--- src/logic/periph_enable_pkg.sv ---
// Constants for the peripheral enable and address steering block.
// Assumes a 16-bit special register port and a 24-bit CPU address.
//
// Functional notes
// - Extension flash answers when enabled; else external only if large RAM off.
// - Clock-calendar range external only if all other peripheral enables off.
// - Large RAM answers when enabled; else external only if extension flash off.
// - Small RAM answers when enabled; otherwise its range always goes external.
// - Second CAN off frees its pins; CAN range external only if all off.
// - First CAN off frees its pins; CAN range external only if all off.
// - All peripherals off sends the whole peripheral window to external memory.
// - Pins of any disabled peripheral are released as general-purpose I/O.
// - Reset enables only the first CAN and the small RAM.
// - After global bus enable, enable register ignores writes and holds; here writes are blocked only while global_bus_enable stays high.
// - Emulation mode forces every enable set; emulation chip steers accesses.
// - Calendar off stops oscillator in power-down; else select bit decides.
// - Segment 8 picks flash sector, external memory, or reserved by enables.
// - Write-only mirror of the enable register sits at the mirror address.
// - Mirror bits 0 to 11 match enable bits; bits 12 to 15 unused.

package periph_enable_pkg;

  // ------------------------------------------------------------------
  // Register map
  // ------------------------------------------------------------------
  localparam logic [15:0] ADDR_CONTROL    = 16'hF024;
  localparam logic [15:0] ADDR_MIRROR     = 16'hEB7E;
  localparam logic [15:0] CONTROL_RESET   = 16'h0005;
  localparam logic [15:0] CONTROL_MASK    = 16'h0FFF;
  localparam logic [15:0] MIRROR_MASK     = 16'h0FFF;
  localparam int          EN_W            = 12;

  // ------------------------------------------------------------------
  // Enable bit positions
  // ------------------------------------------------------------------
  localparam int BIT_CAN1   = 0;
  localparam int BIT_CAN2   = 1;
  localparam int BIT_RAM_S  = 2;
  localparam int BIT_RAM_L  = 3;
  localparam int BIT_RTC    = 4;
  localparam int BIT_FLASH  = 5;
  localparam int BIT_PWM    = 6;
  localparam int BIT_ASC    = 7;
  localparam int BIT_SSC    = 8;
  localparam int BIT_I2C    = 9;
  localparam int BIT_MISC   = 10;
  localparam int BIT_PORT   = 11;
  // Bus peripherals sharing the E800..EFFF window
  localparam logic [11:0] WINDOW_PERIPH_MASK = 12'hFD3;

  // ------------------------------------------------------------------
  // Address ranges
  // ------------------------------------------------------------------
  localparam logic [23:0] SEG8_LO   = 24'h08_0000;
  localparam logic [23:0] SEG8_HI   = 24'h08_FFFF;
  localparam logic [23:0] FLASH_LO  = 24'h09_0000;
  localparam logic [23:0] FLASH_HI  = 24'h0E_FFFF;
  localparam logic [23:0] RAM_L_LO  = 24'h0F_0000;
  localparam logic [23:0] RAM_L_HI  = 24'h0F_FFFF;
  localparam logic [23:0] RAM_S_LO  = 24'h00_E000;
  localparam logic [23:0] RAM_S_HI  = 24'h00_E7FF;
  localparam logic [23:0] WIN_LO    = 24'h00_E800;
  localparam logic [23:0] WIN_HI    = 24'h00_EFFF;
  localparam logic [23:0] SSC_LO    = 24'h00_E800;
  localparam logic [23:0] ASC_LO    = 24'h00_E900;
  localparam logic [23:0] I2C_LO    = 24'h00_EA00;
  localparam logic [23:0] MISC_LO   = 24'h00_EB00;
  localparam logic [23:0] PORT_LO   = 24'h00_EB80;
  localparam logic [23:0] CAN_LO    = 24'h00_EC00;
  localparam logic [23:0] PWM_LO    = 24'h00_EC00;
  localparam logic [23:0] RTC_LO    = 24'h00_ED00;
  localparam logic [23:0] RTC_HI    = 24'h00_EDFF;
  localparam logic [23:0] SUB_256   = 24'h00_00FF;
  localparam logic [23:0] SUB_128   = 24'h00_007F;

  // ------------------------------------------------------------------
  // Routing targets
  // ------------------------------------------------------------------
  typedef enum logic [3:0] {
    TGT_OTHER    = 4'h0,
    TGT_EXTERNAL = 4'h1,
    TGT_XFLASH   = 4'h3,
    TGT_RAM_L    = 4'h2,
    TGT_RAM_S    = 4'h6,
    TGT_CAN      = 4'h7,
    TGT_RTC      = 4'h5,
    TGT_XPERIPH  = 4'h4,
    TGT_IFLASH   = 4'hC,
    TGT_RESERVED = 4'hD,
    TGT_UNCLAIM  = 4'hF,
    TGT_EMUL     = 4'hE
  } target_t;

endpackage

--- src/logic/periph_enable_decode.sv ---
// Peripheral enable register, its emulation mirror and address steering.
// Assumes register strobes and CPU address are synchronous to ref_clk.

`timescale 1ns/10ps

module periph_enable_decode (
  input  wire logic                         ref_clk,
  input  wire logic                         rst_b,
  input  wire logic                         reg_wr,
  input  wire logic                         reg_rd,
  input  wire logic [15:0]                  reg_addr,
  input  wire logic [15:0]                  reg_wdata,
  output logic      [15:0]                  reg_rdata_q,
  output logic                              reg_rvalid_q,
  input  wire logic                         global_bus_enable,
  input  wire logic                         internal_rom_enable,
  input  wire logic                         emul_mode,
  input  wire logic                         powerdown_mode,
  input  wire logic                         osc_powerdown_select,
  input  wire logic                         acc_valid,
  input  wire logic [23:0]                  acc_addr,
  output periph_enable_pkg::target_t        route_tgt_q,
  output logic                              route_valid_q,
  output logic      [11:0]                  periph_enable_q,
  output logic      [11:0]                  gpio_release_q,
  output logic      [15:0]                  mirror_q,
  output logic                              osc_off_q
);

  // ------------------------------------------------------------------
  // Enable register
  // ------------------------------------------------------------------
  logic [15:0] control_q;
  logic        ctl_hit;
  logic        mir_hit;

  assign ctl_hit = reg_addr == periph_enable_pkg::ADDR_CONTROL;
  assign mir_hit = reg_addr == periph_enable_pkg::ADDR_MIRROR;

  // Reserved bits never stored, so they always read zero
  always_ff @(posedge ref_clk or negedge rst_b) begin
    if (!rst_b) begin
      control_q <= periph_enable_pkg::CONTROL_RESET;
    end else if (reg_wr && ctl_hit && !global_bus_enable) begin
      control_q <= reg_wdata & periph_enable_pkg::CONTROL_MASK;
    end
  end

  // ------------------------------------------------------------------
  // Write-only mirror
  // ------------------------------------------------------------------
  // No lock here: emulation setup writes it after the global enable
  always_ff @(posedge ref_clk or negedge rst_b) begin
    if (!rst_b) begin
      mirror_q <= 16'h0000;
    end else if (reg_wr && mir_hit) begin
      mirror_q <= reg_wdata & periph_enable_pkg::MIRROR_MASK;
    end
  end

  // ------------------------------------------------------------------
  // Read port
  // ------------------------------------------------------------------
  always_ff @(posedge ref_clk or negedge rst_b) begin
    if (!rst_b) begin
      reg_rdata_q  <= 16'h0000;
      reg_rvalid_q <= 1'b0;
    end else begin
      reg_rvalid_q <= reg_rd;
      // Mirror and unmapped addresses read as zero
      reg_rdata_q  <= (reg_rd && ctl_hit) ? control_q : 16'h0000;
    end
  end

  // ------------------------------------------------------------------
  // Effective enables
  // ------------------------------------------------------------------
  logic [11:0] en;

  // Outside emulation, on-chip modules only appear once globally enabled
  assign en = emul_mode ? 12'hFFF
            : (global_bus_enable ? control_q[11:0] : 12'h000);

  always_ff @(posedge ref_clk or negedge rst_b) begin
    if (!rst_b) begin
      periph_enable_q <= 12'h000;
    end else begin
      periph_enable_q <= en;
    end
  end

  genvar gi;
  generate
    for (gi = 0; gi < periph_enable_pkg::EN_W; gi++) begin : g_pin
      always_ff @(posedge ref_clk or negedge rst_b) begin
        if (!rst_b) begin
          gpio_release_q[gi] <= 1'b1;
        end else begin
          gpio_release_q[gi] <= !en[gi];
        end
      end
    end
  endgenerate

  // ------------------------------------------------------------------
  // Address steering
  // ------------------------------------------------------------------
  function automatic logic in_rng(input logic [23:0] a,
                                  input logic [23:0] lo,
                                  input logic [23:0] hi);
    in_rng = (a >= lo) && (a <= hi);
  endfunction

  periph_enable_pkg::target_t tgt_d;
  logic                       win_off;
  logic                       xp_hit;
  logic [23:0]                a;

  assign a       = acc_addr;
  assign win_off = (en & periph_enable_pkg::WINDOW_PERIPH_MASK) == 12'h000;

  always_comb begin
    xp_hit =
      (en[periph_enable_pkg::BIT_SSC] && in_rng(a, periph_enable_pkg::SSC_LO,
        periph_enable_pkg::SSC_LO + periph_enable_pkg::SUB_256)) ||
      (en[periph_enable_pkg::BIT_ASC] && in_rng(a, periph_enable_pkg::ASC_LO,
        periph_enable_pkg::ASC_LO + periph_enable_pkg::SUB_256)) ||
      (en[periph_enable_pkg::BIT_I2C] && in_rng(a, periph_enable_pkg::I2C_LO,
        periph_enable_pkg::I2C_LO + periph_enable_pkg::SUB_256)) ||
      (en[periph_enable_pkg::BIT_MISC] && in_rng(a, periph_enable_pkg::MISC_LO,
        periph_enable_pkg::MISC_LO + periph_enable_pkg::SUB_128)) ||
      (en[periph_enable_pkg::BIT_PORT] && in_rng(a, periph_enable_pkg::PORT_LO,
        periph_enable_pkg::PORT_LO + periph_enable_pkg::SUB_128)) ||
      (en[periph_enable_pkg::BIT_PWM] && in_rng(a, periph_enable_pkg::PWM_LO,
        periph_enable_pkg::PWM_LO + periph_enable_pkg::SUB_256));
  end

  always_comb begin
    tgt_d = periph_enable_pkg::TGT_OTHER;
    if (emul_mode) begin
      tgt_d = periph_enable_pkg::TGT_EMUL;
    end else if (in_rng(a, periph_enable_pkg::SEG8_LO, periph_enable_pkg::SEG8_HI)) begin
      if (internal_rom_enable) begin
        tgt_d = periph_enable_pkg::TGT_IFLASH;
      end else if (!global_bus_enable) begin
        tgt_d = periph_enable_pkg::TGT_EXTERNAL;
      end else if (!control_q[periph_enable_pkg::BIT_RAM_L] &&
                   !control_q[periph_enable_pkg::BIT_FLASH]) begin
        tgt_d = periph_enable_pkg::TGT_EXTERNAL;
      end else begin
        tgt_d = periph_enable_pkg::TGT_RESERVED;
      end
    end else if (in_rng(a, periph_enable_pkg::FLASH_LO, periph_enable_pkg::FLASH_HI)) begin
      if (en[periph_enable_pkg::BIT_FLASH]) begin
        tgt_d = periph_enable_pkg::TGT_XFLASH;
      end else if (!en[periph_enable_pkg::BIT_RAM_L]) begin
        tgt_d = periph_enable_pkg::TGT_EXTERNAL;
      end else begin
        tgt_d = periph_enable_pkg::TGT_UNCLAIM;
      end
    end else if (in_rng(a, periph_enable_pkg::RAM_L_LO, periph_enable_pkg::RAM_L_HI)) begin
      if (en[periph_enable_pkg::BIT_RAM_L]) begin
        tgt_d = periph_enable_pkg::TGT_RAM_L;
      end else if (!en[periph_enable_pkg::BIT_FLASH]) begin
        tgt_d = periph_enable_pkg::TGT_EXTERNAL;
      end else begin
        tgt_d = periph_enable_pkg::TGT_UNCLAIM;
      end
    end else if (in_rng(a, periph_enable_pkg::RAM_S_LO, periph_enable_pkg::RAM_S_HI)) begin
      tgt_d = en[periph_enable_pkg::BIT_RAM_S] ? periph_enable_pkg::TGT_RAM_S
                                               : periph_enable_pkg::TGT_EXTERNAL;
    end else if (in_rng(a, periph_enable_pkg::WIN_LO, periph_enable_pkg::WIN_HI)) begin
      // Calendar wins its slice over the wider CAN window
      if (en[periph_enable_pkg::BIT_RTC] &&
          in_rng(a, periph_enable_pkg::RTC_LO, periph_enable_pkg::RTC_HI)) begin
        tgt_d = periph_enable_pkg::TGT_RTC;
      end else if (xp_hit) begin
        tgt_d = periph_enable_pkg::TGT_XPERIPH;
      end else if ((en[periph_enable_pkg::BIT_CAN1] || en[periph_enable_pkg::BIT_CAN2]) &&
                   in_rng(a, periph_enable_pkg::CAN_LO, periph_enable_pkg::WIN_HI)) begin
        tgt_d = periph_enable_pkg::TGT_CAN;
      end else if (win_off) begin
        // Bus timing comes from the matching address window downstream
        tgt_d = periph_enable_pkg::TGT_EXTERNAL;
      end else begin
        tgt_d = periph_enable_pkg::TGT_UNCLAIM;
      end
    end
  end

  always_ff @(posedge ref_clk or negedge rst_b) begin
    if (!rst_b) begin
      route_tgt_q   <= periph_enable_pkg::TGT_OTHER;
      route_valid_q <= 1'b0;
    end else begin
      route_tgt_q   <= tgt_d;
      route_valid_q <= acc_valid;
    end
  end

  // ------------------------------------------------------------------
  // Oscillator power-down
  // ------------------------------------------------------------------
  always_ff @(posedge ref_clk or negedge rst_b) begin
    if (!rst_b) begin
      osc_off_q <= 1'b0;
    end else begin
      osc_off_q <= powerdown_mode &&
                   (!en[periph_enable_pkg::BIT_RTC] || osc_powerdown_select);
    end
  end
endmodule

--- config.mk ---
export PLATFORM = sky130hd
export DESIGN_NAME = periph_enable_decode
export DESIGN_NICKNAME = d
export VERILOG_FILES = /design/src/logic/periph_enable_pkg.sv /design/src/logic/periph_enable_decode.sv
export SDC_FILE = /design/constraint.sdc
export NUM_CORES = 1
export LEC_CHECK = 0
export ABC_CLOCK_PERIOD_IN_PS = 2600
export BUFFER_PORTS_ARGS = -buffer_cell sky130_fd_sc_hd__buf_2
export CORE_MARGIN = 4
export CORE_UTILIZATION = 45
export CTS_CLUSTER_SIZE = 28
export DETAILED_ROUTE_END_ITERATION = 16
export GPL_ROUTABILITY_DRIVEN = 0
export PLACE_DENSITY = 0.82
export RECOVER_POWER = 25
export SETUP_SLACK_MARGIN = 0.02
export SLEW_MARGIN = 20
export SYNTH_ARGS = -nofsm -noshare
export SYNTH_HDL_FRONTEND = slang
export SYNTH_SLANG_ARGS = --single-unit
--- constraint.sdc ---
create_clock -name ref_clk -period 2.6 [get_ports ref_clk]
set_input_delay 0.78 -clock ref_clk [delete_from_list [all_inputs] [get_ports ref_clk]]
set_output_delay 0.78 -clock ref_clk [all_outputs]
set_load 0.01 [all_outputs]
==> qor.yml, run 1 <==
run_status:
  status: "completed"
synthesis:
  synthArstFlopShare: 1.00
  avgSynthCellArea_um2: 13.0
  synth_warnings: 0
  yosysMostFrequentCell: "dfrtp_1"
  yosysTopAreaCell: "dfrtp_1"
  synth_seq_cells: 67
  synthesis.area_mm2: 0.00269
  synth_edf_count: 0
  synth_ff_type: "dfrtp_1"
  yosys.area.top_type_share: 0.494
  yosys-top-cells-count: "dfrtp_1 (53), mux2_2 (25), dfstp_2 (14), and2_1 (13), inv_1 (13)"
  ys_top_cells_by_area: "dfrtp_1 (49%), dfstp_2 (14%), mux2_2 (10%)"
  seq_area_frac_synth: 0.631
  netlist_instances: 206
  ys_types: 46
placement:
  dp_hpwl_mm: 4.73
  io_buffers: 109
  place_inst: 387
power:
  power_density_mw_per_mm2: 625
  power_mw: 2.22
  ir_drop_mv: 0.411
  p_leak_nw: 1.92
global_routing:
  overflow: 0
  track_usage: 0.186
  grt_max_degree: 45
  grt_pass1_wl_mm: 10.4
  grt_pass1_vias: 2118
  antenna_found_initial: 0
setup_path:
  crit_path_end_kind: "flop"
  crit_chain: "buf_2, or4b_1, or3_4, nor3_4, buf_12, mux2_2"
  start_kind: "input port"
  cp_max_fo: 12
  critPathKind: "in -> reg"
  cpPeakStageDelay_ns: 0.54
  crit_arrival_ns: 2.48
  cp_slowest_cell: "or4b_1"
  critPathRequiredTime_ns: 2.81
clocking:
  cts.clk_slew.worst_paths_ns: 0.07
  cts_resized: 0
  cts_buffers: 9
  cts_root_buf: "clkbuf_8"
  cts.htree.levels: 3
  post-cts-setup-buffers: 0
  hold_buffers: 0
  cts_buffer_depth: 2
  clock-sinks: 67
  insertion_delay_ns: 0.33
  cts_tree: "done"
sta:
  layout_min_cycle_time_ns: 2.27
  max_freq_mhz: 440
  min_period_over_period: 0.874
  worstMarginPinSlew_ns: 1.19
  hold_viol: 0
  fin_setup_tns_ns: 0
  finalSetupViolations: 0
  rsz0062_at_grt: "no"
  finClkSkew_ns: 0.00744
  drv_slew: 0
  max_slew_margin: 0.204
  hold_ws_ns: 0.504
route:
  drt-initial-drc-count: 115
  ant_nets: 0
  dr.pass1.iters: 5
  vias_per_cell: 5.11
  via_count: 2060
  routed_wl_mm: 6.41
  drcViolationCount: 0
  wire_per_inst_um: 15.9
cells_and_area:
  synthToLayoutAreaGrowth_pct: 32.3
  layout.cells.non_filler: 403
  fillers: 444
  layout-drive-gt1-share: 0.529
  nets: 392
  antennaDiodeCount: 0
floorplan:
  ios: 129
  floorplan.initialDensity: 0.476
  dieArea_mm2: 0.00727
  rows: 27
  die_w_um: 85.2
  core_mm2: 0.00564
  die_h_um: 85.2
worst_hold_path:
  hold_path.class: "reg -> reg"
run:
  cap_violations: 0
-- stage by stage --
| stage | setup slack [ns] | instance area (um2) | utilization |
|---|---|---|---|
| 2_1_floorplan | 0.133 | 2710 | - |
| 5_1_grt | 0.233 | 3550 | 0.630 |
| 4_1_cts | 0.342 | 3570 | 0.633 |
| 6_report | 0.328 | 3550 | 0.630 |
| 3_3_place_gp | 0.0128 | 3340 | 0.592 |
| 3_5_place_dp | -0.0116 | 3340 | 0.592 |
-- sequential cells by signal, indices dropped and copies added, names as in the netlist --
signal           cells
reg_rvalid_q         1
osc_off_q            1
mirror_q            12
periph_enable_q     12
route_valid_q        1
gpio_release_q      12
route_tgt_q          4
control_q           12
reg_rdata_q         12
-- power breakdown --
group,internal (mW),switching [mW],leakage [nW],total [mW]
clock network,0.588,0.388,0.119,0.975
registers,1.07,0.00514,0.846,1.08
logic,0.0663,0.0998,0.953,0.166
-- cells in the final DEF, fill, tap and decap left out, drive strengths merged, types with 3 or more instances in the layout --
master / synthesis / routed
inv: 13 / 13
nor2: 3 / 3
clkinv: 0 / 3
buf: 12 / 113
mux2: 25 / 25
a21o: 7 / 7
dfstp: 14 / 14
nand2: 9 / 9
conb: 1 / 8
and2: 13 / 13
dfrtp: 53 / 53
clkbuf: 3 / 15
nand4: 3 / 3
a21oi: 8 / 8
nor3: 4 / 4
a31oi: 3 / 3
or4: 3 / 3
nor2b: 3 / 3
-- layout make-up --
type,instances,area [um2],area share
Tap cell,72,90.1,0.0254
Sequential cell,67,1690,0.477
Timing Repair Buffer,117,614,0.173
Inverter,13,48.8,0.0137
Multi-Input combinational cell,118,878,0.247
Clock inverter,5,75.1,0.0211
Clock buffer,11,151,0.0426
-- path summary, 6_finish.rpt --
path | slack, ns | to | depth (start not counted) | from
min in group asynchronous | 0.67 | reg_rdata_q[8]$_DFF_PN0_ | 1 | rst_b
worst max register to register | 0.57 | route_tgt_q[1]$_DFF_PN0_ | 4 | control_q[4]$_DFFE_PN0P_
max in group asynchronous | 0.64 | gpio_release_q[5]$_DFF_PN1_ | 2 | rst_b
worst min-delay path | 0.50 | mirror_q[2]$_DFFE_PN0P_ | 1 | mirror_q[2]$_DFFE_PN0P_
worst min register to register | 0.50 | mirror_q[2]$_DFFE_PN0P_ | 1 | mirror_q[2]$_DFFE_PN0P_
worst max-delay path | 0.33 | control_q[6]$_DFFE_PN0P_ | 6 | reg_addr[3]
-- logic make-up (layout without fill, tap and decap cells) --
| group | after synthesis | count (layout) | synth area share |
|---|---|---|---|
| mux | 26 | 26 | 0.109 |
| simple gates | 50 | 50 | 0.116 |
| other cells | 1 | 8 | 0.00140 |
| buf+inv | 28 | 146 | 0.0541 |
| flops | 67 | 67 | 0.631 |
| compound gates | 34 | 34 | 0.0895 |
-- routing by layer --
| metal | track usage | up-vias | routed length (um) |
|---|---|---|---|
| met2 | 0.322 | 104 | 3260 |
| li1 | - | 952 | - |
| met3 | 0.0398 | 23 | 481 |
| met1 | 0.222 | 981 | 2500 |
| met5 | 0 | - | 0 |
| met4 | 0.0806 | 0 | 169 |
-- worst max-delay path, delay by kind of cell --
kind | cells | cell delay [ns]
buf+inv | 2 | 0.26
mux | 1 | 0.34
simple gates | 3 | 1.10
Note: power is estimated with default switching activity, not from simulation.
==> run 2, diff against run 1 <==
Settings changed: CORE_ASPECT_RATIO set to 0.9, TNS_END_PERCENT set to 5.
==> qor.yml, run 2 (synthesized netlist as in run 1, its figures left out) <==
run_status:
  status: "completed"
power:
  ir_drop_mv: 0.540  # +31%
  p_leak_nw: 1.91  # -0.26%
  seqPwrFrac: 0.493  # +0.007
  p_int_mw: 1.71  # -1.1%
  combPwrFrac: 0.076  # about the same
  power_density_mw_per_mm2: 615  # -1.5%
  power_switching_mw: 0.477  # -3.1%
  swShare: 0.218  # -0.00363
  clkPwrFrac: 0.431  # -0.008
clocking:
  hold_buffers: 0  # unchanged
  cts_buffers: 9  # unchanged
  clock-sinks: 67  # unchanged
  cts_root_buf: "clkbuf_8"
  cts_resized: 0  # unchanged
  cts.clk_slew.worst_paths_ns: 0.07  # about the same
  cts_buffer_depth: 2  # unchanged
  cts.htree.levels: 3  # unchanged
  insertion_delay_ns: 0.34  # about the same
  cts_tree: "done"
  post-cts-setup-buffers: 0  # unchanged
placement:
  io_buffers: 109  # unchanged
  pre_cts_ws_ns: 0.00710  # +0.0187 ns
  dpl_cell_area_mm2: 0.00335  # +0.30%
  dp_hpwl_mm: 4.85  # +2.7%
floorplan:
  core_mm2: 0.00573  # +1.5%
  die_w_um: 89.4  # +4.9%
  rows: 26  # -3.7%
  floorplan.initialDensity: 0.469  # -0.00697
  die_h_um: 81.3  # -4.7%
  ios: 129  # unchanged
  dieArea_mm2: 0.00727  # about the same
setup_path:
  start_kind: "input port"
  cp_max_fo: 12  # unchanged
  r2r_slack_ns: 0.49  # -0.08 ns
  critPathRequiredTime_ns: 2.82  # about the same
  crit_arrival_ns: 2.47  # about the same
  crit_path_end_kind: "flop"
  critPathKind: "in -> reg"
cells_and_area:
  most-common-layout-cells: "buf_2 (106), dfrtp_1 (53), mux2_2 (25), dfstp_2 (14)"
  regArea_mm2: 0.00169  # unchanged
  fillers: 466  # +5.0%
  synthToLayoutAreaGrowth_pct: 32.3  # unchanged
  antennaDiodeCount: 0  # unchanged
  final_area_mm2: 0.00355  # unchanged
  layout-drive-gt1-share: 0.523  # -0.00604
  multi_input_area_um2: 878  # unchanged
  layout_commonest_cell: "buf_2"
  nets: 392  # unchanged
global_routing:
  grt_pass1_wl_mm: 9.74  # -6.7%
  antenna_found_initial: 0  # unchanged
  grt_pass1_vias: 2076  # -2.0%
  overflow: 0  # unchanged
  track_usage: 0.184  # -0.00149
  grt_max_degree: 28  # -38%
sta:
  max_freq_mhz: 444  # +0.91%
  max_slew_margin: 0.0802  # -0.124
  worst_slack_ns: 0.349  # +0.0205 ns
  rsz0062_at_grt: "no"
  hold_ws_ns: 0.501  # -0.00312 ns
  finClkSkew_ns: 0.00666  # -0.000778 ns
  layout_min_cycle_time_ns: 2.25  # -0.0205 ns
  min_period_over_period: 0.866  # -0.00787
  fin_setup_tns_ns: 0  # unchanged
  finalSetupViolations: 0  # unchanged
  worstMarginPinSlew_ns: 1.38  # +0.186 ns
  drv_slew: 0  # unchanged
  hold_viol: 0  # unchanged
route:
  wire_per_inst_um: 15.7  # -1.4%
  dr.pass1.iters: 4  # -1
  routed_wl_mm: 6.29  # -1.9%
  vias_per_cell: 5.02  # -1.7%
  drcViolationCount: 0  # unchanged
  via_count: 2015  # -2.2%
  ant_nets: 0  # unchanged
  drt-initial-drc-count: 36  # -69%
worst_hold_path:
  hold_path.class: "reg -> reg"
run:
  cap_violations: 0  # unchanged
==> run 2: critical path, cell delays in order <==
cell	delay (ns)
buf_2	0.10
or4b_1	0.53
or3_4	0.40
nor3_4	0.16
buf_12	0.16
mux2_2	0.34
==> run 2: per-stage QoR <==
stage / utilization / total power, mW / cells
5_1_grt: 0.620 / 2.28 / 401
4_1_cts: 0.624 / 2.22 / 401
3_3_place_gp: 0.585 / 1.26 / 385
2_1_floorplan: - / 1.17 / 213
3_5_place_dp: 0.585 / 1.27 / 385
6_report: 0.620 / 2.19 / 401
==> run 2: final timing paths <==
kind,depth (start not counted),from,to
max in group asynchronous,2,rst_b,gpio_release_q[1]$_DFF_PN1_
min,1,mirror_q[3]$_DFFE_PN0P_,mirror_q[3]$_DFFE_PN0P_
max,6,reg_addr[3],control_q[6]$_DFFE_PN0P_
max reg2reg,4,control_q[10]$_DFFE_PN0P_,route_tgt_q[1]$_DFF_PN0_
min reg2reg,1,mirror_q[3]$_DFFE_PN0P_,mirror_q[3]$_DFFE_PN0P_
min in group asynchronous,1,rst_b,osc_off_q$_DFF_PN0_
==> run 2: metal layers <==
| layer | vias up | track usage | wire [um] |
|---|---|---|---|
| met3 | 11 | 0.0862 | 504 |
| met2 | 76 | 0.317 | 3300 |
| met5 | - | 0 | 0 |
| met4 | 0 | 0.0580 | 85 |
| met1 | 981 | 0.201 | 2400 |
| li1 | 947 | - | - |
==> run 2: final cells by class <==
| class | count | share of cell area |
|---|---|---|
| clock inverters | 4 | 0.0208 |
| flip-flops and latches | 67 | 0.477 |
| multi-input cells | 118 | 0.247 |
| inverters | 13 | 0.0137 |
| well taps | 70 | 0.0247 |
| clock buffers | 12 | 0.0409 |
| repair buffers | 117 | 0.176 |
==> run 2: power groups by stage <==
stage / sequential (mW) / clock (mW) / combinational (mW)
floorplan: 1.11 / 0 / 0.0557
global placement: 1.10 / 0 / 0.167
detailed placement: 1.10 / 0 / 0.171
CTS: 1.08 / 0.965 / 0.172
global route: 1.08 / 1.01 / 0.187
finish: 1.08 / 0.941 / 0.166
